`src/ext_bus_regs.svh`:
```
`ifndef EXT_BUS_REGS_SVH
`define EXT_BUS_REGS_SVH

// ----------------------------------------------------------------------------
// Register map (byte addresses on the AXI4-Lite bus)
// ----------------------------------------------------------------------------
`define ADDR_THIRD_LATCH   8'h00
`define ADDR_FOURTH_LATCH  8'h04
`define ADDR_CTRL          8'h08
`define ADDR_STATUS        8'h0c
`define ADDR_THIRD_PINS    8'h10

// ----------------------------------------------------------------------------
// Control fields
// ----------------------------------------------------------------------------
`define CTRL_DOUBLE_SPEED  0
`define CTRL_LATCH_OFF     1

// ----------------------------------------------------------------------------
// Reset values and timing
// ----------------------------------------------------------------------------
`define LATCH_RESET_THIRD  8'hff
`define LATCH_RESET_FOURTH 2'h3
`define OSC_PER_MC_NORMAL  4'hc
`define OSC_PER_MC_DOUBLE  4'h6
`define RESET_MC_COUNT     2
`define FETCH_LIMIT        16'h8000
`define RESP_OKAY          2'h0
`define RESP_SLVERR        2'h2

`endif

```
`src/ext_bus_pkg.sv`:
```
package ext_bus_pkg;

  // Phase within the machine cycle.
  typedef logic [3:0] phase_t;

  // Kind of external data access under way.
  typedef enum logic [1:0] {
    XDATA_NONE,
    XDATA_STORE,
    XDATA_LOAD
  } xdata_t;

endpackage

```
`src/ext_bus_strobes.sv`:
```
`timescale 1ns/1ps
`include "ext_bus_regs.svh"

// Operation
// - Latch one leaves only weak pull-up
// - Third port alternate routing bits zero-five
// - Bits six, seven carry data strobes
// - Fourth port carries CAN transmit, receive
// - Reset pin high two machine cycles
// - Pulse address latch each external access; with latchPulseOff set and internal fetches, data accesses get no pulse
// - Address latch twice per cycle, skip
// - Software may disable address latch
// - Fetch strobe twice per machine cycle
// - Data access skips two fetch strobes
// - No fetch strobe for internal fetches
// - Select high: below 8000H internal
// - Select low: all fetches external
// - Reset sets all port latches
module ext_bus_strobes (
  // Clock and reset
  input  wire logic        core_clk,
  input  wire logic        sys_rst,
  // AXI4-Lite write address
  input  wire logic [7:0]  s_axi_awaddr,
  input  wire logic        s_axi_awvalid,
  output logic             s_axi_awready,
  // AXI4-Lite write data
  input  wire logic [31:0] s_axi_wdata,
  input  wire logic [3:0]  s_axi_wstrb,
  input  wire logic        s_axi_wvalid,
  output logic             s_axi_wready,
  // AXI4-Lite write response
  output logic [1:0]       s_axi_bresp,
  output logic             s_axi_bvalid,
  input  wire logic        s_axi_bready,
  // AXI4-Lite read address
  input  wire logic [7:0]  s_axi_araddr,
  input  wire logic        s_axi_arvalid,
  output logic             s_axi_arready,
  // AXI4-Lite read data
  output logic [31:0]      s_axi_rdata,
  output logic [1:0]       s_axi_rresp,
  output logic             s_axi_rvalid,
  input  wire logic        s_axi_rready,
  // Core side: fetch and data access requests
  input  wire logic [15:0] programCounter,
  input  wire logic        fetchActive,
  input  wire logic        xdataStoreReq,
  input  wire logic        xdataLoadReq,
  // Core side: serial, timer, interrupt and CAN functions
  input  wire logic        serialTxOut,
  input  wire logic        serialRxOut,
  output logic             serialRxIn,
  output logic             extIrqZero,
  output logic             extIrqOne,
  output logic             firstCounterInput,
  output logic             secondCounterInput,
  input  wire logic        canTxOut,
  output logic             canRxIn,
  // Pins: external fetch select and reset
  input  wire logic        externalFetchSelect,
  input  wire logic        resetPin,
  output logic             internalReset,
  // Pins: strobes
  output logic             addrLatchPulse,
  output logic             programFetchStrobe_n,
  output logic             fetchExternal,
  // Pins: third port (open drain with weak pull-up)
  input  wire logic [7:0]  thirdPortIn,
  output logic [7:0]  thirdPortOut,
  output logic [7:0]  thirdPortOe,
  // Pins: fourth port
  input  wire logic [1:0]  fourthPortIn,
  output logic [1:0]  fourthPortOut,
  output logic [1:0]  fourthPortOe
);

  // ----------------------------------------------------------------------------
  // Declarations
  // ----------------------------------------------------------------------------
  logic [7:0]            thirdLatch;         // Third port output latch.
  logic [1:0]            fourthLatch;        // Fourth port output latch.
  logic                  doubleSpeedMode;    // Six oscillator periods per machine cycle.
  logic                  latchPulseOff;      // Software turn-off of address latch pulse.
  logic [7:0]            thirdSync;          // Synchronised third port pins.
  logic [1:0]            fourthSync;         // Synchronised fourth port pins.
  logic                  resetSync;          // Synchronised reset pin.
  ext_bus_pkg::phase_t   phase;              // Oscillator period within machine cycle.
  ext_bus_pkg::phase_t   phaseLast;          // Final phase of the current cycle.
  logic                  phaseWrap;          // Last phase of a machine cycle.
  ext_bus_pkg::xdata_t   xdataKind;          // Data access in the current cycle.
  logic [4:0]            resetCount;         // Oscillator periods the pin has stayed high.
  logic [4:0]            resetNeeded;        // Periods in two machine cycles.
  logic                  storeStrobe_n;      // External data write strobe.
  logic                  loadStrobe_n;       // External data read strobe.
  logic [7:0]            thirdDrive;         // Level each third port pin is pulled to.
  logic [1:0]            fourthDrive;        // Level each fourth port pin is pulled to.
  logic                  awHeld;             // Write address taken, awaiting data.
  logic                  wHeld;              // Write data taken, awaiting address.
  logic [7:0]            awAddr;             // Held write address.
  logic [31:0]           wData;              // Held write data.
  logic [3:0]            wStrb;              // Held byte enables.
  logic [31:0]           next_rdata;         // Read mux output.
  logic                  next_rerr;          // Unmapped read.

  // ----------------------------------------------------------------------------
  // Pin synchronisers
  // ----------------------------------------------------------------------------
  // Every port pin and the reset pin pass two flops before any logic looks at them.
  genvar gi;
  generate
    for (gi = 0; gi < 8; gi = gi + 1) begin : g_third
      sync2 u_sync (
        .core_clk (core_clk),
        .sys_rst  (sys_rst),
        .asyncIn  (thirdPortIn[gi]),
        .syncOut  (thirdSync[gi])
      );
    end
    for (gi = 0; gi < 2; gi = gi + 1) begin : g_fourth
      sync2 u_sync (
        .core_clk (core_clk),
        .sys_rst  (sys_rst),
        .asyncIn  (fourthPortIn[gi]),
        .syncOut  (fourthSync[gi])
      );
    end
  endgenerate

  sync2 u_reset_sync (
    .core_clk (core_clk),
    .sys_rst  (sys_rst),
    .asyncIn  (resetPin),
    .syncOut  (resetSync)
  );

  // ----------------------------------------------------------------------------
  // Reset pin qualification
  // ----------------------------------------------------------------------------
  // two machine cycles
  assign resetNeeded = doubleSpeedMode ? 5'(`OSC_PER_MC_DOUBLE * `RESET_MC_COUNT)
                                       : 5'(`OSC_PER_MC_NORMAL * `RESET_MC_COUNT);

  // counted synchronous sampling
  // A glitch shorter than two machine cycles restarts the count and is ignored.
  always_ff @(posedge core_clk or posedge sys_rst) begin
    if (sys_rst) begin
      resetCount    <= 5'h00;
      internalReset <= 1'b0;
    end else if (!resetSync) begin
      resetCount    <= 5'h00;
      internalReset <= 1'b0;
    end else if (resetCount < resetNeeded) begin
      resetCount <= resetCount + 5'h01;
    end else begin
      internalReset <= 1'b1;
    end
  end

  // ----------------------------------------------------------------------------
  // Machine cycle sequencer
  // ----------------------------------------------------------------------------
  // twelve or six periods
  assign phaseLast = doubleSpeedMode ? (`OSC_PER_MC_DOUBLE - 4'h1) : (`OSC_PER_MC_NORMAL - 4'h1);
  assign phaseWrap = (phase >= phaseLast);

  // Each core_clk edge stands for one oscillator period.
  always_ff @(posedge core_clk or posedge sys_rst) begin
    if (sys_rst) begin
      phase <= 4'h0;
    end else if (internalReset || phaseWrap) begin
      phase <= 4'h0;
    end else begin
      phase <= phase + 4'h1;
    end
  end

  // A data access request is caught at the cycle boundary and owns the whole next cycle.
  always_ff @(posedge core_clk or posedge sys_rst) begin
    if (sys_rst) begin
      xdataKind <= ext_bus_pkg::XDATA_NONE;
    end else if (internalReset) begin
      xdataKind <= ext_bus_pkg::XDATA_NONE;
    end else if (phaseWrap) begin
      if (xdataStoreReq) begin
        xdataKind <= ext_bus_pkg::XDATA_STORE;
      end else if (xdataLoadReq) begin
        xdataKind <= ext_bus_pkg::XDATA_LOAD;
      end else begin
        xdataKind <= ext_bus_pkg::XDATA_NONE;
      end
    end
  end

  // ----------------------------------------------------------------------------
  // Fetch source and strobes
  // ----------------------------------------------------------------------------
  // fetch source select
  // With the select low the address never matters; every fetch goes out.
  always_ff @(posedge core_clk or posedge sys_rst) begin
    if (sys_rst) begin
      fetchExternal <= 1'b1;
    end else begin
      fetchExternal <= !externalFetchSelect || (programCounter >= `FETCH_LIMIT);
    end
  end

  // Address latch slots sit at phases 0 and half-cycle; fetch strobe follows each.
  always_ff @(posedge core_clk or posedge sys_rst) begin
    if (sys_rst) begin
      addrLatchPulse       <= 1'b0;
      programFetchStrobe_n <= 1'b1;
    end else if (internalReset) begin
      addrLatchPulse       <= 1'b0;
      programFetchStrobe_n <= 1'b1;
    end else begin
      // address latch slots
      // The second slot is dropped during a data access so the data address can be latched alone.
      addrLatchPulse <= !(latchPulseOff && externalFetchSelect && !fetchExternal)
                        && ((phase == 4'h0)
                            || ((phase == (phaseLast >> 1)) && (xdataKind == ext_bus_pkg::XDATA_NONE)));
      programFetchStrobe_n <= !(fetchActive && fetchExternal
                                && (xdataKind == ext_bus_pkg::XDATA_NONE)
                                && ((phase == 4'h2) || (phase == ((phaseLast >> 1) + 4'h2))));
    end
  end

  // data memory strobes
  // Strobes cover the second half of the cycle so port 0 data is stable.
  always_ff @(posedge core_clk or posedge sys_rst) begin
    if (sys_rst) begin
      storeStrobe_n <= 1'b1;
      loadStrobe_n  <= 1'b1;
    end else begin
      storeStrobe_n <= !((xdataKind == ext_bus_pkg::XDATA_STORE) && (phase > (phaseLast >> 1)));
      loadStrobe_n  <= !((xdataKind == ext_bus_pkg::XDATA_LOAD) && (phase > (phaseLast >> 1)));
    end
  end

  // ----------------------------------------------------------------------------
  // Port pins
  // ----------------------------------------------------------------------------
  // third port drive
  // A latch zero pulls low, except on bits 1 and 6, which follow only the alternate output; otherwise the alternate output or one.
  always_comb begin
    thirdDrive    = thirdLatch;
    thirdDrive[0] = thirdLatch[0] & serialRxOut;
    thirdDrive[1] = serialTxOut;
    thirdDrive[6] = storeStrobe_n;
    thirdDrive[7] = thirdLatch[7] & loadStrobe_n;
    fourthDrive   = fourthLatch;
    fourthDrive[0] = fourthLatch[0] & canTxOut;
  end

  // weak pull-up on one
  // A one is never driven; the pin floats to the pull-up so others may pull it low.
  assign thirdPortOut  = 8'h00;
  assign thirdPortOe   = ~thirdDrive;
  assign fourthPortOut = 2'h0;
  assign fourthPortOe  = ~fourthDrive;

  always_ff @(posedge core_clk or posedge sys_rst) begin
    if (sys_rst) begin
      serialRxIn         <= 1'b1;
      extIrqZero         <= 1'b1;
      extIrqOne          <= 1'b1;
      firstCounterInput  <= 1'b1;
      secondCounterInput <= 1'b1;
      canRxIn            <= 1'b1;
    end else begin
      serialRxIn         <= thirdSync[0] | ~thirdLatch[0];
      extIrqZero         <= thirdSync[2] | ~thirdLatch[2];
      extIrqOne          <= thirdSync[3] | ~thirdLatch[3];
      firstCounterInput  <= thirdSync[4] | ~thirdLatch[4];
      secondCounterInput <= thirdSync[5] | ~thirdLatch[5];
      canRxIn            <= fourthSync[1] | ~fourthLatch[1];
    end
  end

  // ----------------------------------------------------------------------------
  // AXI4-Lite write channel
  // ----------------------------------------------------------------------------
  assign s_axi_awready = !awHeld && !s_axi_bvalid;
  assign s_axi_wready  = !wHeld && !s_axi_bvalid;

  // Address and data are taken independently and joined here.
  always_ff @(posedge core_clk or posedge sys_rst) begin
    if (sys_rst) begin
      awHeld <= 1'b0;
      wHeld  <= 1'b0;
      awAddr <= 8'h00;
      wData  <= 32'h0000_0000;
      wStrb  <= 4'h0;
    end else if (awHeld && wHeld) begin
      awHeld <= 1'b0;
      wHeld  <= 1'b0;
    end else begin
      if (s_axi_awvalid && s_axi_awready) begin
        awHeld <= 1'b1;
        awAddr <= s_axi_awaddr;
      end
      if (s_axi_wvalid && s_axi_wready) begin
        wHeld <= 1'b1;
        wData <= s_axi_wdata;
        wStrb <= s_axi_wstrb;
      end
    end
  end

  // latches reset to one
  // Both sys_rst and a qualified reset pin restore the latches.
  always_ff @(posedge core_clk or posedge sys_rst) begin
    if (sys_rst) begin
      thirdLatch      <= `LATCH_RESET_THIRD;
      fourthLatch     <= `LATCH_RESET_FOURTH;
      doubleSpeedMode <= 1'b0;
      latchPulseOff   <= 1'b0;
    end else if (internalReset) begin
      thirdLatch      <= `LATCH_RESET_THIRD;
      fourthLatch     <= `LATCH_RESET_FOURTH;
      doubleSpeedMode <= 1'b0;
      latchPulseOff   <= 1'b0;
    end else if (awHeld && wHeld && wStrb[0]) begin
      case (awAddr)
        `ADDR_THIRD_LATCH: begin
          thirdLatch <= wData[7:0];
        end
        `ADDR_FOURTH_LATCH: begin
          fourthLatch <= wData[1:0];
        end
        `ADDR_CTRL: begin
          doubleSpeedMode <= wData[`CTRL_DOUBLE_SPEED];
          latchPulseOff   <= wData[`CTRL_LATCH_OFF];
        end
        default: begin
        end
      endcase
    end
  end

  // Response: OKAY for mapped writable words, SLVERR otherwise.
  always_ff @(posedge core_clk or posedge sys_rst) begin
    if (sys_rst) begin
      s_axi_bvalid <= 1'b0;
      s_axi_bresp  <= `RESP_OKAY;
    end else if (awHeld && wHeld) begin
      s_axi_bvalid <= 1'b1;
      s_axi_bresp  <= ((awAddr == `ADDR_THIRD_LATCH) || (awAddr == `ADDR_FOURTH_LATCH)
                       || (awAddr == `ADDR_CTRL)) ? `RESP_OKAY : `RESP_SLVERR;
    end else if (s_axi_bready) begin
      s_axi_bvalid <= 1'b0;
    end
  end

  // ----------------------------------------------------------------------------
  // AXI4-Lite read channel
  // ----------------------------------------------------------------------------
  assign s_axi_arready = !s_axi_rvalid;

  // Status shows the live latch and fetch strobes, fetch source, reset and machine phase.
  always_comb begin
    next_rdata = 32'h0000_0000;
    next_rerr  = 1'b0;
    case (s_axi_araddr)
      `ADDR_THIRD_LATCH:  next_rdata[7:0] = thirdLatch;
      `ADDR_FOURTH_LATCH: next_rdata[1:0] = fourthLatch;
      `ADDR_CTRL:         next_rdata[1:0] = {latchPulseOff, doubleSpeedMode};
      `ADDR_STATUS:       next_rdata[7:0] = {phase, fetchExternal, internalReset,
                                             !programFetchStrobe_n, addrLatchPulse};
      `ADDR_THIRD_PINS:   next_rdata[9:0] = {fourthSync, thirdSync};
      default:            next_rerr = 1'b1;
    endcase
  end

  always_ff @(posedge core_clk or posedge sys_rst) begin
    if (sys_rst) begin
      s_axi_rvalid <= 1'b0;
      s_axi_rdata  <= 32'h0000_0000;
      s_axi_rresp  <= `RESP_OKAY;
    end else if (s_axi_arvalid && s_axi_arready) begin
      s_axi_rvalid <= 1'b1;
      s_axi_rdata  <= next_rdata;
      s_axi_rresp  <= next_rerr ? `RESP_SLVERR : `RESP_OKAY;
    end else if (s_axi_rready) begin
      s_axi_rvalid <= 1'b0;
    end
  end

endmodule

```
`src/sync2.sv`:
```
`timescale 1ns/1ps

// Two-stage synchroniser for one bit.
module sync2 (
  // Clock and reset
  input  wire logic core_clk,
  input  wire logic sys_rst,
  // Data
  input  wire logic asyncIn,
  output logic      syncOut
);

  // First stage; only the second stage reads it.
  logic stageOne;

  // ----------------------------------------------------------------------------
  // Synchroniser chain
  // ----------------------------------------------------------------------------
  // Resets high so an idle quasi-bidirectional pin reads as one.
  always_ff @(posedge core_clk or posedge sys_rst) begin
    if (sys_rst) begin
      stageOne <= 1'b1;
      syncOut  <= 1'b1;
    end else begin
      stageOne <= asyncIn;
      syncOut  <= stageOne;
    end
  end

endmodule

```
`config.mk`:
```
export PLATFORM = sky130hd
export DESIGN_NAME = ext_bus_strobes
export DESIGN_NICKNAME = d
export VERILOG_FILES = /design/src/ext_bus_pkg.sv /design/src/ext_bus_strobes.sv /design/src/sync2.sv
export VERILOG_INCLUDE_DIRS = /design/src
export SDC_FILE = /design/constraint.sdc
export NUM_CORES = 1
export LEC_CHECK = 0
export ABC_AREA = 1
export BUFFER_PORTS_ARGS = -buffer_cell sky130_fd_sc_hd__buf_2
export CORE_UTILIZATION = 34
export DETAILED_ROUTE_END_ITERATION = 8
export PLACE_DENSITY = 0.7
export SETUP_SLACK_MARGIN = 0.5
export SLEW_MARGIN = 10
export SYNTH_ARGS = -nofsm -noshare
export SYNTH_HDL_FRONTEND = slang
export SYNTH_SLANG_ARGS = --single-unit
```
`constraint.sdc`:
```
create_clock -name core_clk -period 2.3 [get_ports core_clk]
set_input_delay 0.115 -clock core_clk [delete_from_list [all_inputs] [get_ports core_clk]]
set_output_delay 0.115 -clock core_clk [all_outputs]
set_load 0.1 [all_outputs]
```
==> results by group <==
Run status
  – Outcome: complete, no violations

Timing
  – Final hold violation count: 0
  – Fin. max-slew vios: 0
  – Slew @ Worst Pin: 0.596 ns
  – Min cycle time layout: between 1.5 and 2 ns
  – Clk_skew: 0.0108 ns
  – RSZ-0062 raised after global routing: false
  – Tcrit/Tclk final: 71.7%
  – Setup TNS: 0 ns
  – Slew margin rel.: 60.2%
  – Fmax: between 0.6 and 0.7 GHz
  – Final Setup Violations: 0

Global routing
  – Initial antenna violation count: 0
  – GRT overflow: 0
  – First-pass GRT wire length: 15.4 mm
  – Global Route Usage Sum: between 15 and 20%
  – Largest net degree at the start of global routing: between 60 and 70
  – Vias in the first global route: 3,260

Power
  – Leak: 2.62 nW
  – Switching power: 2.26 mW
  – Net switching fraction of the power: 40.8%
  – Max IR drop VDD: 0.000936 V
  – Sequential Power Share: 39.4%
  – Power Density: 1050 nW/um2
  – Clock network power share: a little over a quarter
  – Overall power: between 5 and 6 mW
  – Pint: 3.28 mW
  – Combinational Power Share: 34.1%

Worst setup path
  – CP most frequent cell: nand3_1
  – CP top delay family: flip-flops
  – WP depth: 7
  – CP max FO: 8
  – Req. time, crit path: roughly 2.6 ns
  – Crit path from: doubleSpeedMode
  – Crit path DAT: ~1.9 ns
  – Worst path bufs/invs: 1
  – CP peak stage delay: about 0.44 ns
  – Crit path kind: register to register
  – R2R Setup Slk: 0.65 ns
  – Reg2Reg Capture Point: xdataKind[0]
  – Crit path to: xdataKind[0]
  – Crit-path cells: inv_1 > ha_1 > o21bai_1 > nand3_1 > nand3_2 > nand3_1 > o21ai_0
  – Crit path launch type: register
  – Crit path max-delay cell type: dfrtp_2
  – R2R depth: 7
  – CP endpoint kind: register
  – FF-to-FF Start: doubleSpeedMode

Finish
  – Antenna fix cells: 0
  – Area growth, synth to finish: 25.5%
  – Share of layout cells above drive strength 1: 33.9%
  – Net count, final: 662

Route
  – Pre-antenna DRT Iters: 5
  – # DRC: 0
  – Post-DRT Antenna Nets: 0
  – Final WL: 9.35 mm
  – Routed via count: 3,200
  – Vias per std cell: about 4.5
  – Wirelength per Cell: around 13 um
  – Detailed Route Iter0 Violations: between 90 and 100

Clocking
  – # clock sinks: 90
  – CTS max path bufs: 2
  – Htree depth: 3
  – CTS tree: yes
  – Latest clock arrival within the worst-skew pair: 0.34 ns
  – Num CTS Buffers: 9
  – Worst-path clk slew: 0.07 ns
  – Clock Root Buffer: clkbuf_16

Floorplan
  – Die W: 113 um
  – Die Span Y: 113 um
  – Die Area: 12,800 um2
  – Initial core utilization: roughly a third
  – Core Area: 12,000 um2
  – Ports: around 160
  – # rows: 40

Logic synthesis
  – Dominant synthesized flop cell: dfrtp_1
  – Sequential share of the synthesized area: between 50% and 60%
  – YS warnings: 0
  – Flops & latches, synth: 90
  – Synth cell types: 33
  – Post-synth EDFFs: 0
  – Yosys top cell area share: 28.6%
  – Post-Syn Instances: 441
  – Cell Area, Synth: 4200 um2
  – Syn_area_per_cell: 9.52 um2
  – Synth area leaders: dfrtp_1, dfstp_2, nand2_1
  – Async set-reset flop share out of synthesis: 100%
  – Yosys top cell by area: dfrtp_1
  – Dominant cell by count in the synthesized netlist: nand2_1
  – Top cells by count, synth: nand2_1, dfrtp_1, nand3_1

Place
  – RD Place Congestion: 0.770
  – Dpl hpwl: about 6.7 mm
  – IO Port Bufs: 87

Worst hold path
  – Hold crit path type: primary input to register

Job
  – Max Cap Viol: 0
-- power groups by stage --
stage | logic, mW | registers [mW] | clock network (mW)
detailed placement | 1.86 | 2.21 | 0
CTS | 1.89 | 2.19 | 1.50
global route | 2.05 | 2.23 | 1.56
floorplan | 1.33 | 2.44 | 0
finish | 1.89 | 2.19 | 1.46
global placement | 1.79 | 2.19 | 0
-- worst min path at each step --
stage / depth (start not counted) / to / from / slack (ns)
CTS: 2 / awAddr[2] / s_axi_awaddr[2] / 0.004
floorplan: 0 / g_fourth[0].u_sync.stageOne / fourthPortIn[0] / 0.12
global route: 2 / awAddr[2] / s_axi_awaddr[2] / 0.01
finish: 2 / awAddr[2] / s_axi_awaddr[2] / 0.01
global placement: 2 / awAddr[1] / sys_rst / 0.22
detailed placement: 1 / g_third[2].u_sync.stageOne / thirdPortIn[2] / 0.22
-- cells in the final DEF (no fill, tap or decap), drive strengths merged --
cell and instances:
clkinvlp 3, dlygate4sd3 26, buf 88, nand2 86, xnor2 1, a21boi 1, dfrtp 48, clkinv 3
inv 44, nor3 1, dfstp 42, a21oi 14, mux2 11, clkbuf 10, o21ai 25, ha 11
conb 34, nand3 46, o22ai 1, o31ai 2, bufinv 1, o21bai 1, or2 8, nand4 3
xor2 4, nor2 49
-- repair_timing --
item | 4_1_cts | 5_1_grt
buffers inserted | 0 | 0
gates resized for setup | 0 | 2
hold buffers | 26 | 0
setup endpoints to repair | 0 | 7
hold endpoints to repair | 45 | 0
-- final cells by class --
cell class                      count  area [um2]
Clock buffer                       10         229
Clock inverter                      6        65.1
Fill cell                        1137        6750
Inverter                           45         176
Multi-Input combinational cell    298        1580
Sequential cell                    90        2310
Tap cell                          147         184
Timing Repair Buffer              114         716
-- flip-flops by register name, indices dropped and copies added (netlist names), 4 cells and up --
| name | flops |
|---|---|
| g_third.u_sync.syncOut | 8 |
| s_axi_rdata | 10 |
| resetCount | 5 |
| phase | 4 |
| wData | 8 |
| g_third.u_sync.stageOne | 8 |
| awAddr | 8 |
| thirdLatch | 8 |
-- cell families after synthesis --
| kind of cell | Yosys count | share of synthesized area, % |
|---|---|---|
| xor+xnor | 5 | 1.04 |
| compound gates | 44 | 5.61 |
| flops | 90 | 54.9 |
| simple gates | 193 | 20.8 |
| buf+inv | 86 | 11.4 |
| mux | 11 | 2.95 |
| other cells | 1 | 0.0894 |
| fa+ha+maj | 11 | 3.28 |
-- per-layer routing --
| metal | up-vias | track usage, % | share of wire [%] |
|---|---|---|---|
| li1 | 1576 | - | - |
| met1 | 1509 | 19.1 | 44 |
| met2 | 107 | 26.0 | 50 |
| met3 | 8 | 3.91 | 5.0 |
| met4 | 0 | 5.61 | 0.88 |
| met5 | - | 0 | 0 |
-- worst reg2reg max path: stages (launching register included) --
cell and delay (ns):
dfrtp_2 0.44, inv_1 0.10, ha_1 0.36, o21bai_1 0.21, nand3_1 0.11, nand3_2 0.15, nand3_1 0.08, o21ai_0 0.10
-- per-stage QoR --
stage / worst slack [ns] / cell area (um2) / util (%) / hold WS, ns / cells
after global routing: 0.464 / 5270 / 43.8 / 0.0130 / 710
after floorplan: 0.432 / 4380 / - / 0.119 / 474
final: 0.652 / 5270 / 43.8 / 0.0125 / 710
after global placement: 0.628 / 4710 / 39.2 / 0.218 / 668
after CTS: 0.550 / 5260 / 43.8 / 0.00407 / 710
after detailed placement: 0.573 / 4710 / 39.2 / 0.221 / 668
Note: power is estimated with default switching activity, not from simulation.
